--- src/logic/iop_pkg.sv ---
// Purpose: Shared constants and frame carriers for the I/O port command handler.
// Assumes: Nine-byte command and reply frames, values sent most significant byte first.
// Notes: The status codes other than OK are a local choice.
package iop_pkg;
  localparam logic [7:0] INSTR_SET_OUTPUT = 8'h0e;
  localparam logic [7:0] INSTR_GET_INPUT = 8'h0f;
  localparam logic [7:0] BANK_DIGITAL_IN = 8'h00;
  localparam logic [7:0] BANK_ANALOG_IN = 8'h01;
  localparam logic [7:0] BANK_DIGITAL_OUT = 8'h02;
  localparam logic [7:0] PORT_ALL = 8'hff;
  localparam logic [7:0] PORT_ENABLE = 8'h0a;
  localparam logic [31:0] VALUE_FROM_ACCU = 32'hffffffff;
  localparam logic [7:0] STATUS_OK = 8'h64;
  localparam logic [7:0] STATUS_BAD_CHECKSUM = 8'h01;
  localparam logic [7:0] STATUS_BAD_INSTR = 8'h02;
  localparam logic [7:0] STATUS_BAD_VALUE = 8'h04;
  localparam logic [3:0] FRAME_BYTES = 4'd9;
  localparam logic [3:0] OUTPUTS_RESET = 4'h0;
  localparam logic [31:0] ACCU_RESET = 32'h00000000;

  // One decoded command frame
  typedef struct packed {
    logic [7:0] addr;
    logic [7:0] instr;
    logic [7:0] kind;
    logic [7:0] bank;
    logic [31:0] value;
  } iop_cmd_s;

  // One reply before its checksum
  typedef struct packed {
    logic [7:0] host;
    logic [7:0] addr;
    logic [7:0] status;
    logic [7:0] instr;
    logic [31:0] value;
  } iop_reply_s;
endpackage : iop_pkg

--- src/logic/iop_port_handler.sv ---
// Purpose: Executes set-output and get-input commands taken from a byte stream and sends replies.
// Assumes: Command bytes arrive from logic on core_clk; inputs and enable come from pins.
// Notes: In standalone mode no reply is sent, the result goes to the accumulator.
// Notes: Frames for other module addresses are ignored without any reply.
// Notes: The enable pin reads as not enabled until it has been sampled twice.
//
// What this block does
// - Instruction 14, bank 2 drives the addressed output to value 0 or 1.
// - Four settable outputs in bank 2, ports 0 to 3, values 0 or 1.
// - Set-output port 255 bank 2 writes all four outputs from value bits.
// - Set-all with value -1 takes the bit vector from the accumulator.
// - Instruction 15 reads the line chosen by type in bank 0, 1 or 2.
// - Digital reads of one port give 0 or 1, port 255 gives a 4-bit vector; analog reads give 16-bit unsigned values.
// - Standalone mode loads the get-input result into the accumulator.
// - Direct mode replies with the result and leaves the accumulator alone unless the read is port 255 in bank 0.
// - A good get-input read replies status 100 with the value.
// - Bank 0 ports 0 to 3 return the four input levels.
// - Get-input port 255 bank 0 puts all inputs into the accumulator as bits.
// - Inputs read as digital in bank 0 and analog in bank 1 together.
// - Bank 2 ports 0 to 3 read back the output levels last set.
// - Get-input port 10 bank 0 returns 0 when enabled, 1 otherwise.
//
// Frame timing, in core_clk edges with clk_en high:
//   edge E     takes the ninth command byte and moves to execution
//   edge E+1   updates the outputs and the accumulator, pulses accu_load
//   edge E+2   shows the first reply byte; eight more follow back to back
// Bytes that arrive while a command executes or a reply is sent are dropped
// without any sign, so the host must wait for the whole reply first.
// There is no timeout on a partial frame: a lost byte shifts every later
// frame until the host resynchronises, which it sees as checksum errors.
//
// Refusals:
//   a frame for another module address is ignored entirely, no reply
//   a bad checksum gives status 01h and changes nothing
//   an unknown instruction, or set-output outside bank 2, gives status 02h
//   a bad port, bank or value gives status 04h and changes nothing
//
// Accumulator:
//   get-input with port 255 in bank 0 loads it in both modes
//   any other good get-input loads it only in standalone mode
//   set-output with port 255 and value -1 reads its low four bits
//
// Reply layout, first byte on the wire first:
//   host address, module address, status, instruction echo,
//   value bits 31:24, 23:16, 15:8, 7:0, checksum
// The reply checksum is the eight-bit sum of the eight bytes before it.
// The value is the read result for a good get-input and zero otherwise.
//
// Pins:
//   general_input and enable_pin_n pass two flops, so a pin change shows
//   in reads two enabled edges later; the converter words are on core_clk
//   and are read as they stand.
//   The enable synchroniser resets to 1, so the block reads as disabled
//   until the pin has been sampled twice.
`timescale 1ns/1ns
module iop_port_handler #(
  parameter logic [7:0] MODULE_ADDR = 8'h01,
  parameter logic [7:0] HOST_ADDR = 8'h02
) (
  // Clock, reset, enable
  input wire logic core_clk,
  input wire logic rst_n,
  input wire logic clk_en,
  // Command byte stream
  input wire logic cmd_valid,
  input wire logic [7:0] cmd_byte,
  // Mode and accumulator link
  input wire logic standalone,
  output logic [31:0] accu,
  output logic accu_load,
  // Reply byte stream
  output logic reply_valid,
  output logic [7:0] reply_byte,
  // Pins and converter results
  input wire logic [3:0] general_input,
  input wire logic enable_pin_n,
  input wire logic [63:0] adc_values,
  output logic [3:0] digital_output
);
  import iop_pkg::*;

  // Sequencer states, Gray coded along collect, execute, reply
  typedef enum logic [1:0] {
    ST_COLLECT = 2'b00, // Shifting in command bytes
    ST_EXEC = 2'b01, // One cycle to decode and act
    ST_REPLY = 2'b11 // Nine reply bytes back to back
  } iop_state_e;

  // Byte of a packed frame, index 0 first on the wire
  function automatic logic [7:0] frame_byte(input logic [71:0] frame, input logic [3:0] idx);
    frame_byte = frame[8'(71 - 8 * idx) -: 8];
  endfunction : frame_byte

  // Ports 0 to 3 address one of the four lines in every bank
  function automatic logic is_line_port(input logic [7:0] kind);
    is_line_port = (kind < 8'h04);
  endfunction : is_line_port

  // Frame sequencer state
  iop_state_e state, next_state;
  logic [3:0] count, next_count;

  // Receive shift register and running sum
  logic [71:0] rx, next_rx;
  logic [7:0] sum, next_sum;

  // Reply frame held while it is sent
  logic [71:0] tx, next_tx;

  // Output, accumulator and reply next values
  logic [3:0] next_digital_output;
  logic [31:0] next_accu;
  logic next_accu_load, next_reply_valid;
  logic [7:0] next_reply_byte;

  // Synchroniser stages
  logic [3:0] in_s1, in_s2;
  logic en_s1, en_s2;
  logic [3:0] next_in_s1, next_in_s2;
  logic next_en_s1, next_en_s2;

  // Decoded command and its outcome
  iop_cmd_s cmd;
  iop_reply_s rep;
  logic [7:0] status;
  logic [31:0] result;
  logic [7:0] rsum;
  logic send;

  // Next synchroniser stages; nothing but the second stage reads the first
  always_comb begin
    next_in_s1 = general_input;
    next_in_s2 = in_s1;
    next_en_s1 = enable_pin_n;
    next_en_s2 = en_s1;
  end

  // Pins pass two flops before use
  always_ff @(posedge core_clk or negedge rst_n) begin
    if (!rst_n) begin
      in_s1 <= 4'h0;
      in_s2 <= 4'h0;
      en_s1 <= 1'b1;
      en_s2 <= 1'b1;
    end else if (clk_en) begin
      in_s1 <= next_in_s1;
      in_s2 <= next_in_s2;
      en_s1 <= next_en_s1;
      en_s2 <= next_en_s2;
    end
  end

  assign cmd = iop_cmd_s'(rx[71:8]);

  // Execute decoded command; value is read fresh so banks 0 and 1 see the same lines
  always_comb begin
    status = STATUS_OK;
    result = 32'h00000000;
    next_digital_output = digital_output;
    // A bad checksum blocks every action
    if (rx[7:0] != sum) begin
      status = STATUS_BAD_CHECKSUM;
    // Set-output acts only on bank 2
    end else if (cmd.instr == INSTR_SET_OUTPUT && cmd.bank == BANK_DIGITAL_OUT) begin
      if (cmd.kind == PORT_ALL) begin
        if (cmd.value == VALUE_FROM_ACCU) begin
          next_digital_output = accu[3:0];
        end else begin
          next_digital_output = cmd.value[3:0];
        end
      end else if (is_line_port(cmd.kind) && cmd.value < 32'h00000002) begin
        next_digital_output[cmd.kind[1:0]] = cmd.value[0];
      end else begin
        status = STATUS_BAD_VALUE;
      end
    // Reads change nothing here; the sequencer loads the accumulator
    end else if (cmd.instr == INSTR_GET_INPUT) begin
      if (cmd.bank == BANK_DIGITAL_IN && is_line_port(cmd.kind)) begin
        result = {31'h0, in_s2[cmd.kind[1:0]]};
      end else if (cmd.bank == BANK_DIGITAL_IN && cmd.kind == PORT_ALL) begin
        result = {28'h0, in_s2};
      end else if (cmd.bank == BANK_DIGITAL_IN && cmd.kind == PORT_ENABLE) begin
        result = {31'h0, en_s2};
      end else if (cmd.bank == BANK_ANALOG_IN && is_line_port(cmd.kind)) begin
        result = {16'h0, adc_values[{cmd.kind[1:0], 4'h0} +: 16]};
      end else if (cmd.bank == BANK_DIGITAL_OUT && is_line_port(cmd.kind)) begin
        result = {31'h0, digital_output[cmd.kind[1:0]]};
      end else begin
        status = STATUS_BAD_VALUE;
      end
    // Anything else is not an instruction this block handles
    end else begin
      status = STATUS_BAD_INSTR;
    end
    // Only an executing frame for this module may move the outputs
    if (state != ST_EXEC || cmd.addr != MODULE_ADDR) begin
      next_digital_output = digital_output;
    end
  end

  // Reply payload and its checksum
  // The value is zeroed for set-output and refused frames, so a host
  // never sees stale read data in a reply that carries no read
  always_comb begin
    rep.host = HOST_ADDR;
    rep.addr = MODULE_ADDR;
    rep.status = status;
    rep.instr = cmd.instr;
    rep.value = (status == STATUS_OK && cmd.instr == INSTR_GET_INPUT) ? result : 32'h00000000;
    rsum = 8'h00;
    for (int i = 0; i < 8; i++) begin
      rsum = rsum + frame_byte({rep, 8'h00}, 4'(i));
    end
  end

  // Frame sequencer; standalone commands give no reply
  always_comb begin
    next_state = state;
    next_count = count;
    next_rx = rx;
    next_sum = sum;
    next_tx = tx;
    next_accu = accu;
    next_accu_load = 1'b0;
    next_reply_valid = 1'b0;
    next_reply_byte = reply_byte;
    send = 1'b0;
    unique case (state)
      ST_COLLECT: begin
        // The checksum byte itself is not summed
        if (cmd_valid) begin
          next_rx = {rx[63:0], cmd_byte};
          next_count = count + 4'd1;
          if (count != FRAME_BYTES - 4'd1) begin
            next_sum = sum + cmd_byte;
          end else begin
            next_state = ST_EXEC;
          end
        end
      end
      ST_EXEC: begin
        // A frame for another address falls back to collecting, no reply
        next_count = 4'd0;
        next_sum = 8'h00;
        send = (cmd.addr == MODULE_ADDR);
        if (send && status == STATUS_OK && cmd.instr == INSTR_GET_INPUT && standalone) begin
          next_accu = result;
          next_accu_load = 1'b1;
        end else if (send && status == STATUS_OK && cmd.instr == INSTR_GET_INPUT
                     && cmd.bank == BANK_DIGITAL_IN && cmd.kind == PORT_ALL) begin
          next_accu = result;
          next_accu_load = 1'b1;
        end
        // Direct mode otherwise keeps the accumulator
        next_tx = {rep, rsum};
        next_state = (send && !standalone) ? ST_REPLY : ST_COLLECT;
      end
      ST_REPLY: begin
        // count walks the nine reply bytes, then the sequencer idles
        next_reply_valid = 1'b1;
        next_reply_byte = frame_byte(tx, count);
        next_count = count + 4'd1;
        if (count == FRAME_BYTES - 4'd1) begin
          next_count = 4'd0;
          next_state = ST_COLLECT;
        end
      end
      default: next_state = ST_COLLECT;
    endcase
  end

  // Register sequencer, frame, accumulator and reply state
  always_ff @(posedge core_clk or negedge rst_n) begin
    if (!rst_n) begin
      state <= ST_COLLECT;
      count <= 4'd0;
      rx <= 72'h0;
      sum <= 8'h00;
      tx <= 72'h0;
      accu <= ACCU_RESET;
      accu_load <= 1'b0;
      reply_valid <= 1'b0;
      reply_byte <= 8'h00;
    end else if (clk_en) begin
      state <= next_state;
      count <= next_count;
      rx <= next_rx;
      sum <= next_sum;
      tx <= next_tx;
      accu <= next_accu;
      accu_load <= next_accu_load;
      reply_valid <= next_reply_valid;
      reply_byte <= next_reply_byte;
    end
  end

  // Output levels, gated in the execute logic
  always_ff @(posedge core_clk or negedge rst_n) begin
    if (!rst_n) begin
      digital_output <= OUTPUTS_RESET;
    end else if (clk_en) begin
      digital_output <= next_digital_output;
    end
  end
endmodule : iop_port_handler

--- config.mk ---
export PLATFORM = sky130hd
export DESIGN_NAME = iop_port_handler
export DESIGN_NICKNAME = d
export VERILOG_FILES = /design/src/logic/iop_pkg.sv /design/src/logic/iop_port_handler.sv
export SDC_FILE = /design/constraint.sdc
export NUM_CORES = 1
export LEC_CHECK = 0
export ABC_AREA = 1
export BUFFER_PORTS_ARGS = -buffer_cell sky130_fd_sc_hd__buf_2
export CORE_ASPECT_RATIO = 1.25
export CORE_MARGIN = 5
export CORE_UTILIZATION = 53
export CTS_CLUSTER_SIZE = 25
export DETAILED_ROUTE_END_ITERATION = 16
export GPL_ROUTABILITY_DRIVEN = 0
export GPL_TIMING_DRIVEN = 0
export MAX_ROUTING_LAYER = met4
export PLACE_DENSITY_LB_ADDON = 0.1
export SLEW_MARGIN = 20
export SYNTH_ARGS = -nofsm -noshare
export SYNTH_HDL_FRONTEND = slang
export SYNTH_SLANG_ARGS = --single-unit
--- constraint.sdc ---
create_clock -name core_clk -period 7.55 [get_ports core_clk]
set_input_delay 0.3775 -clock core_clk [delete_from_list [all_inputs] [get_ports core_clk]]
set_output_delay 0.3775 -clock core_clk [all_outputs]
set_load 0.01 [all_outputs]
==> key figures <==
Min path
  • Start point of the worst hold path: general_input[0]
  • Worst Hold Class: in2reg

CTS
  • CTS tree: built
  • Clock Latency Late Sink: roughly 0.43 ns
  • H-tree depth: 4
  • Clock slew at reported path FFs: approximately 0.06 ns
  • CTS max path bufs: 2
  • CTS sink cnt: 163
  • CTS buffer count: 17
  • Post_cts resized: 0
  • CTS Root Cell: clkbuf_16

Worst setup path
  • Crit path max-delay family: simple AND/OR/NAND/NOR gates
  • Critical-path cell list: nor2_1 > buf_2 > nand2_1 > o2111ai_1 > o21ai_0 > nand2_1 > ha_1 > fa_1 > fa_1 > fa_1 > inv_1 > nand2_1 > nand2_1 > a21oi_1 > or2_2 > nand2_1 > a21oi_1 > xor2_1 > o21ai_0
  • Cell mode on critical path: nand2_1
  • Worst Setup End Kind: flip-flop
  • Crit path DAT: 5.14 ns
  • Worst Path Required: approximately 7.8 ns
  • Setup CP Type: reg2reg
  • Slowest-stage cell, CP: nor2_1
  • Critical Path Max Stage Delay: about 0.86 ns
  • Critical Path Source: rx[48]$_DFFE_PN0P_
  • Buffers & Inverters on Critical Path: 2
  • Worst-path fanout max: 10
  • Worst R2R Start: rx[48]$_DFFE_PN0P_
  • Critical Path Source Type: flip-flop

Yosys
  • Flops & latches, synth: 163
  • Netlist cell types: 53
  • EDFF count, synth: 0
  • Syn avg cell area: a little over 8 µm²
  • Synth area leaders: dfrtp_1 45%, nand2_1 11%, o21ai_0 5.0%
  • Sequential cell area fraction in the yosys report: ~46%
  • Post-synth top cells: 262 x nand2_1, 161 x dfrtp_1, 112 x inv_1, 89 x o21ai_0, 78 x nor2_1
  • Post-Syn Instances: 1,070
  • Post-Syn Area: between 0.008 and 0.009 mm²
  • Post-synthesis async set-or-reset flop share: 100.0%
  • Most frequent cell after synthesis: nand2_1
  • Share of the synthesized area in the top cell type: 45.41%
  • Cell taking the most area after synthesis: dfrtp_1
  • Top FF cell, synth: dfrtp_1
  • Yosys warns: 0

Flow run
  • Maxcap violations: 0

Power
  • Leakage power figure: ~5.3 nW
  • Peak VDD IR: between 0.15 and 0.2 mV
  • Power Density: around 370 mW/mm²

Status
  • Status: finished clean

STA
  • Fin crit share: 64.33%
  • Slew Viols, Final: 0
  • F_max: 205.9 MHz
  • RSZ-0062 raised after global routing: no
  • Final setup viols: 0
  • Setup TNS: 0 ns
  • Final hold violations: 0
  • Min cycle time layout: 4.857 ns
  • Max_slew headroom: 27.04%
  • Final WS setup: 2.693 ns
  • Clk_skew: 0.005969 ns
  • Worst-Margin Slew: ~1.1 ns

Drt
  • Routed Antenna Nets: 0
  • Remaining routing DRC violations: 0
  • Via/cell ratio: between 5 and 6
  • Iteration-0 DRC Markers: 550
  • Router iterations before antenna repair: 5
  • Routed WL per cell: 17.33 µm
  • Drt total wl: 25.13 mm
  • Routed vias: ~7,800

GRT
  • All-layer global routing usage: 27.30%
  • First-pass GRT wire length: around 40 mm
  • Total grt overflow: 0
  • Maximum number of pins on one net before global-route repair: 96
  • Initial antenna violation count: 0
  • Vias in the first global route: ~7,900

Floorplanning
  • Num ports: between 100 and 150
  • Starting Density: a little over half
  • Die footprint: slightly below 0.02 mm²
  • Die Wd: 125.7 µm
  • Die height: 154.7 µm
  • Core area: between 0.015 and 0.02 mm²
  • Row Count: between 50 and 60

Placed design
  • DP HPWL: between 15 and 20 mm
  • Post-Place Worst Slack: 2.764 ns
  • Port bufs: about 110

Finish
  • Fill cell count: 1,516
  • Layout net count: around 1,300
  • Final Util: between 60% and 70%
  • Inserted Diodes: 0
  • Ratio of cells with drive above 1 in the final layout: approximately a fifth
  • Area grow syn2layout: 17.59%
==> power by group <==
group / total (mW) / switching [mW] / internal, mW
registers: 1.41 / 0.241 / 1.17
clock network: 0.943 / 0.357 / 0.586
logic: 1.47 / 0.950 / 0.517
total: 3.82 / 1.55 / 2.27
==> tightest hold or removal path, delay by kind of cell <==
kind,cells,cell delay (ns)
AND/OR/NAND/NOR,2,0.09
buffers and inverters,1,0.08
==> layer usage <==
metal	wire length (µm)	GRT usage, %	up-vias
li1	-	-	3770
met1	9556	30.86	3753
met2	13000	46.69	238
met3	1492	5.181	64
met4	1078	13.02	0
met5	0	-	-
==> cells in the final DEF (no fill, tap or decap), drive strengths merged, types with 3 or more instances in the layout <==
master,instances
a21oi,39
a221oi,10
a22o,9
a22oi,3
buf,141
bufinv,5
clkbuf,46
clkinv,5
conb,16
dfrtp,161
fa,13
ha,19
inv,137
mux2,5
mux2i,4
nand2,279
nand3,44
nand4,18
nor2,82
nor3,12
nor4,13
o2111ai,3
o211ai,5
o21a,11
o21ai,107
o22ai,15
xnor2,7
xor2,5
==> stage by stage <==
stage               cells  area (µm²)  total power [mW]  hold slack [ns]
floorplan            1085        8929             2.390          0.08191
global placement     1416        9759             2.847           0.4536
detailed placement   1417        9797             2.879           0.3647
CTS                  1450       10430             3.823           0.1388
global route         1450       10430             4.091           0.1596
finish               1450       10430             3.819           0.1487
==> path summary, 6_finish.rpt <==
kind	end	slack, ns	cells after the start
setup / recovery	tx[6]$_DFFE_PN0P_	2.69	19
hold / removal	in_s1[0]$_DFFE_PN0P_	0.15	3
setup reg to reg	tx[6]$_DFFE_PN0P_	2.69	19
hold reg to reg	en_s1$_DFFE_PN1P_	0.47	2
max in group asynchronous	en_s2$_DFFE_PN1P_	6.19	3
min in group asynchronous	accu[6]$_DFFE_PN0P_	0.49	2
==> sequential cells by signal (all words and copies together) (netlist names) <==
signal,cells
en_s2,1
state,2
en_s1,1
reply_byte,8
in_s1,4
count,4
accu,16
rx,72
tx,37
sum,8
reply_valid,1
digital_output,4
accu_load,1
in_s2,4
==> repair_timing <==
action | 4_1_cts | 5_1_grt
hold buffers | 1 | 0
hold endpoints to repair | 67 | 0
setup buffers | 0 | 0
==> logic make-up (layout without fill, tap and decap cells) <==
family | count (synthesis) | after routing | synth area share, %
and+or+nand+nor | 452 | 452 | 22.55
other | 1 | 16 | 0.04227
adders and majority gates | 32 | 32 | 5.613
xor gates and xnor gates | 12 | 12 | 1.185
AOI/OAI and AO/OA | 210 | 210 | 14.38
muxes | 9 | 9 | 1.086
buffers and inverters | 191 | 336 | 9.138
DFF | 163 | 163 | 46.00
==> layout make-up <==
cell class	instances	area (µm²)	area share (%)
clock inverters	10	181.4	1.739
flip-flops and latches	163	4081	39.12
plain buffers	53	286.5	2.746
clock buffers	22	444.2	4.258
inverters	138	524.3	5.025
repair buffers	113	603.1	5.781
well taps	220	275.3	2.639
multi-input cells	731	4036	38.69
Power figures use the tool's default switching activity.
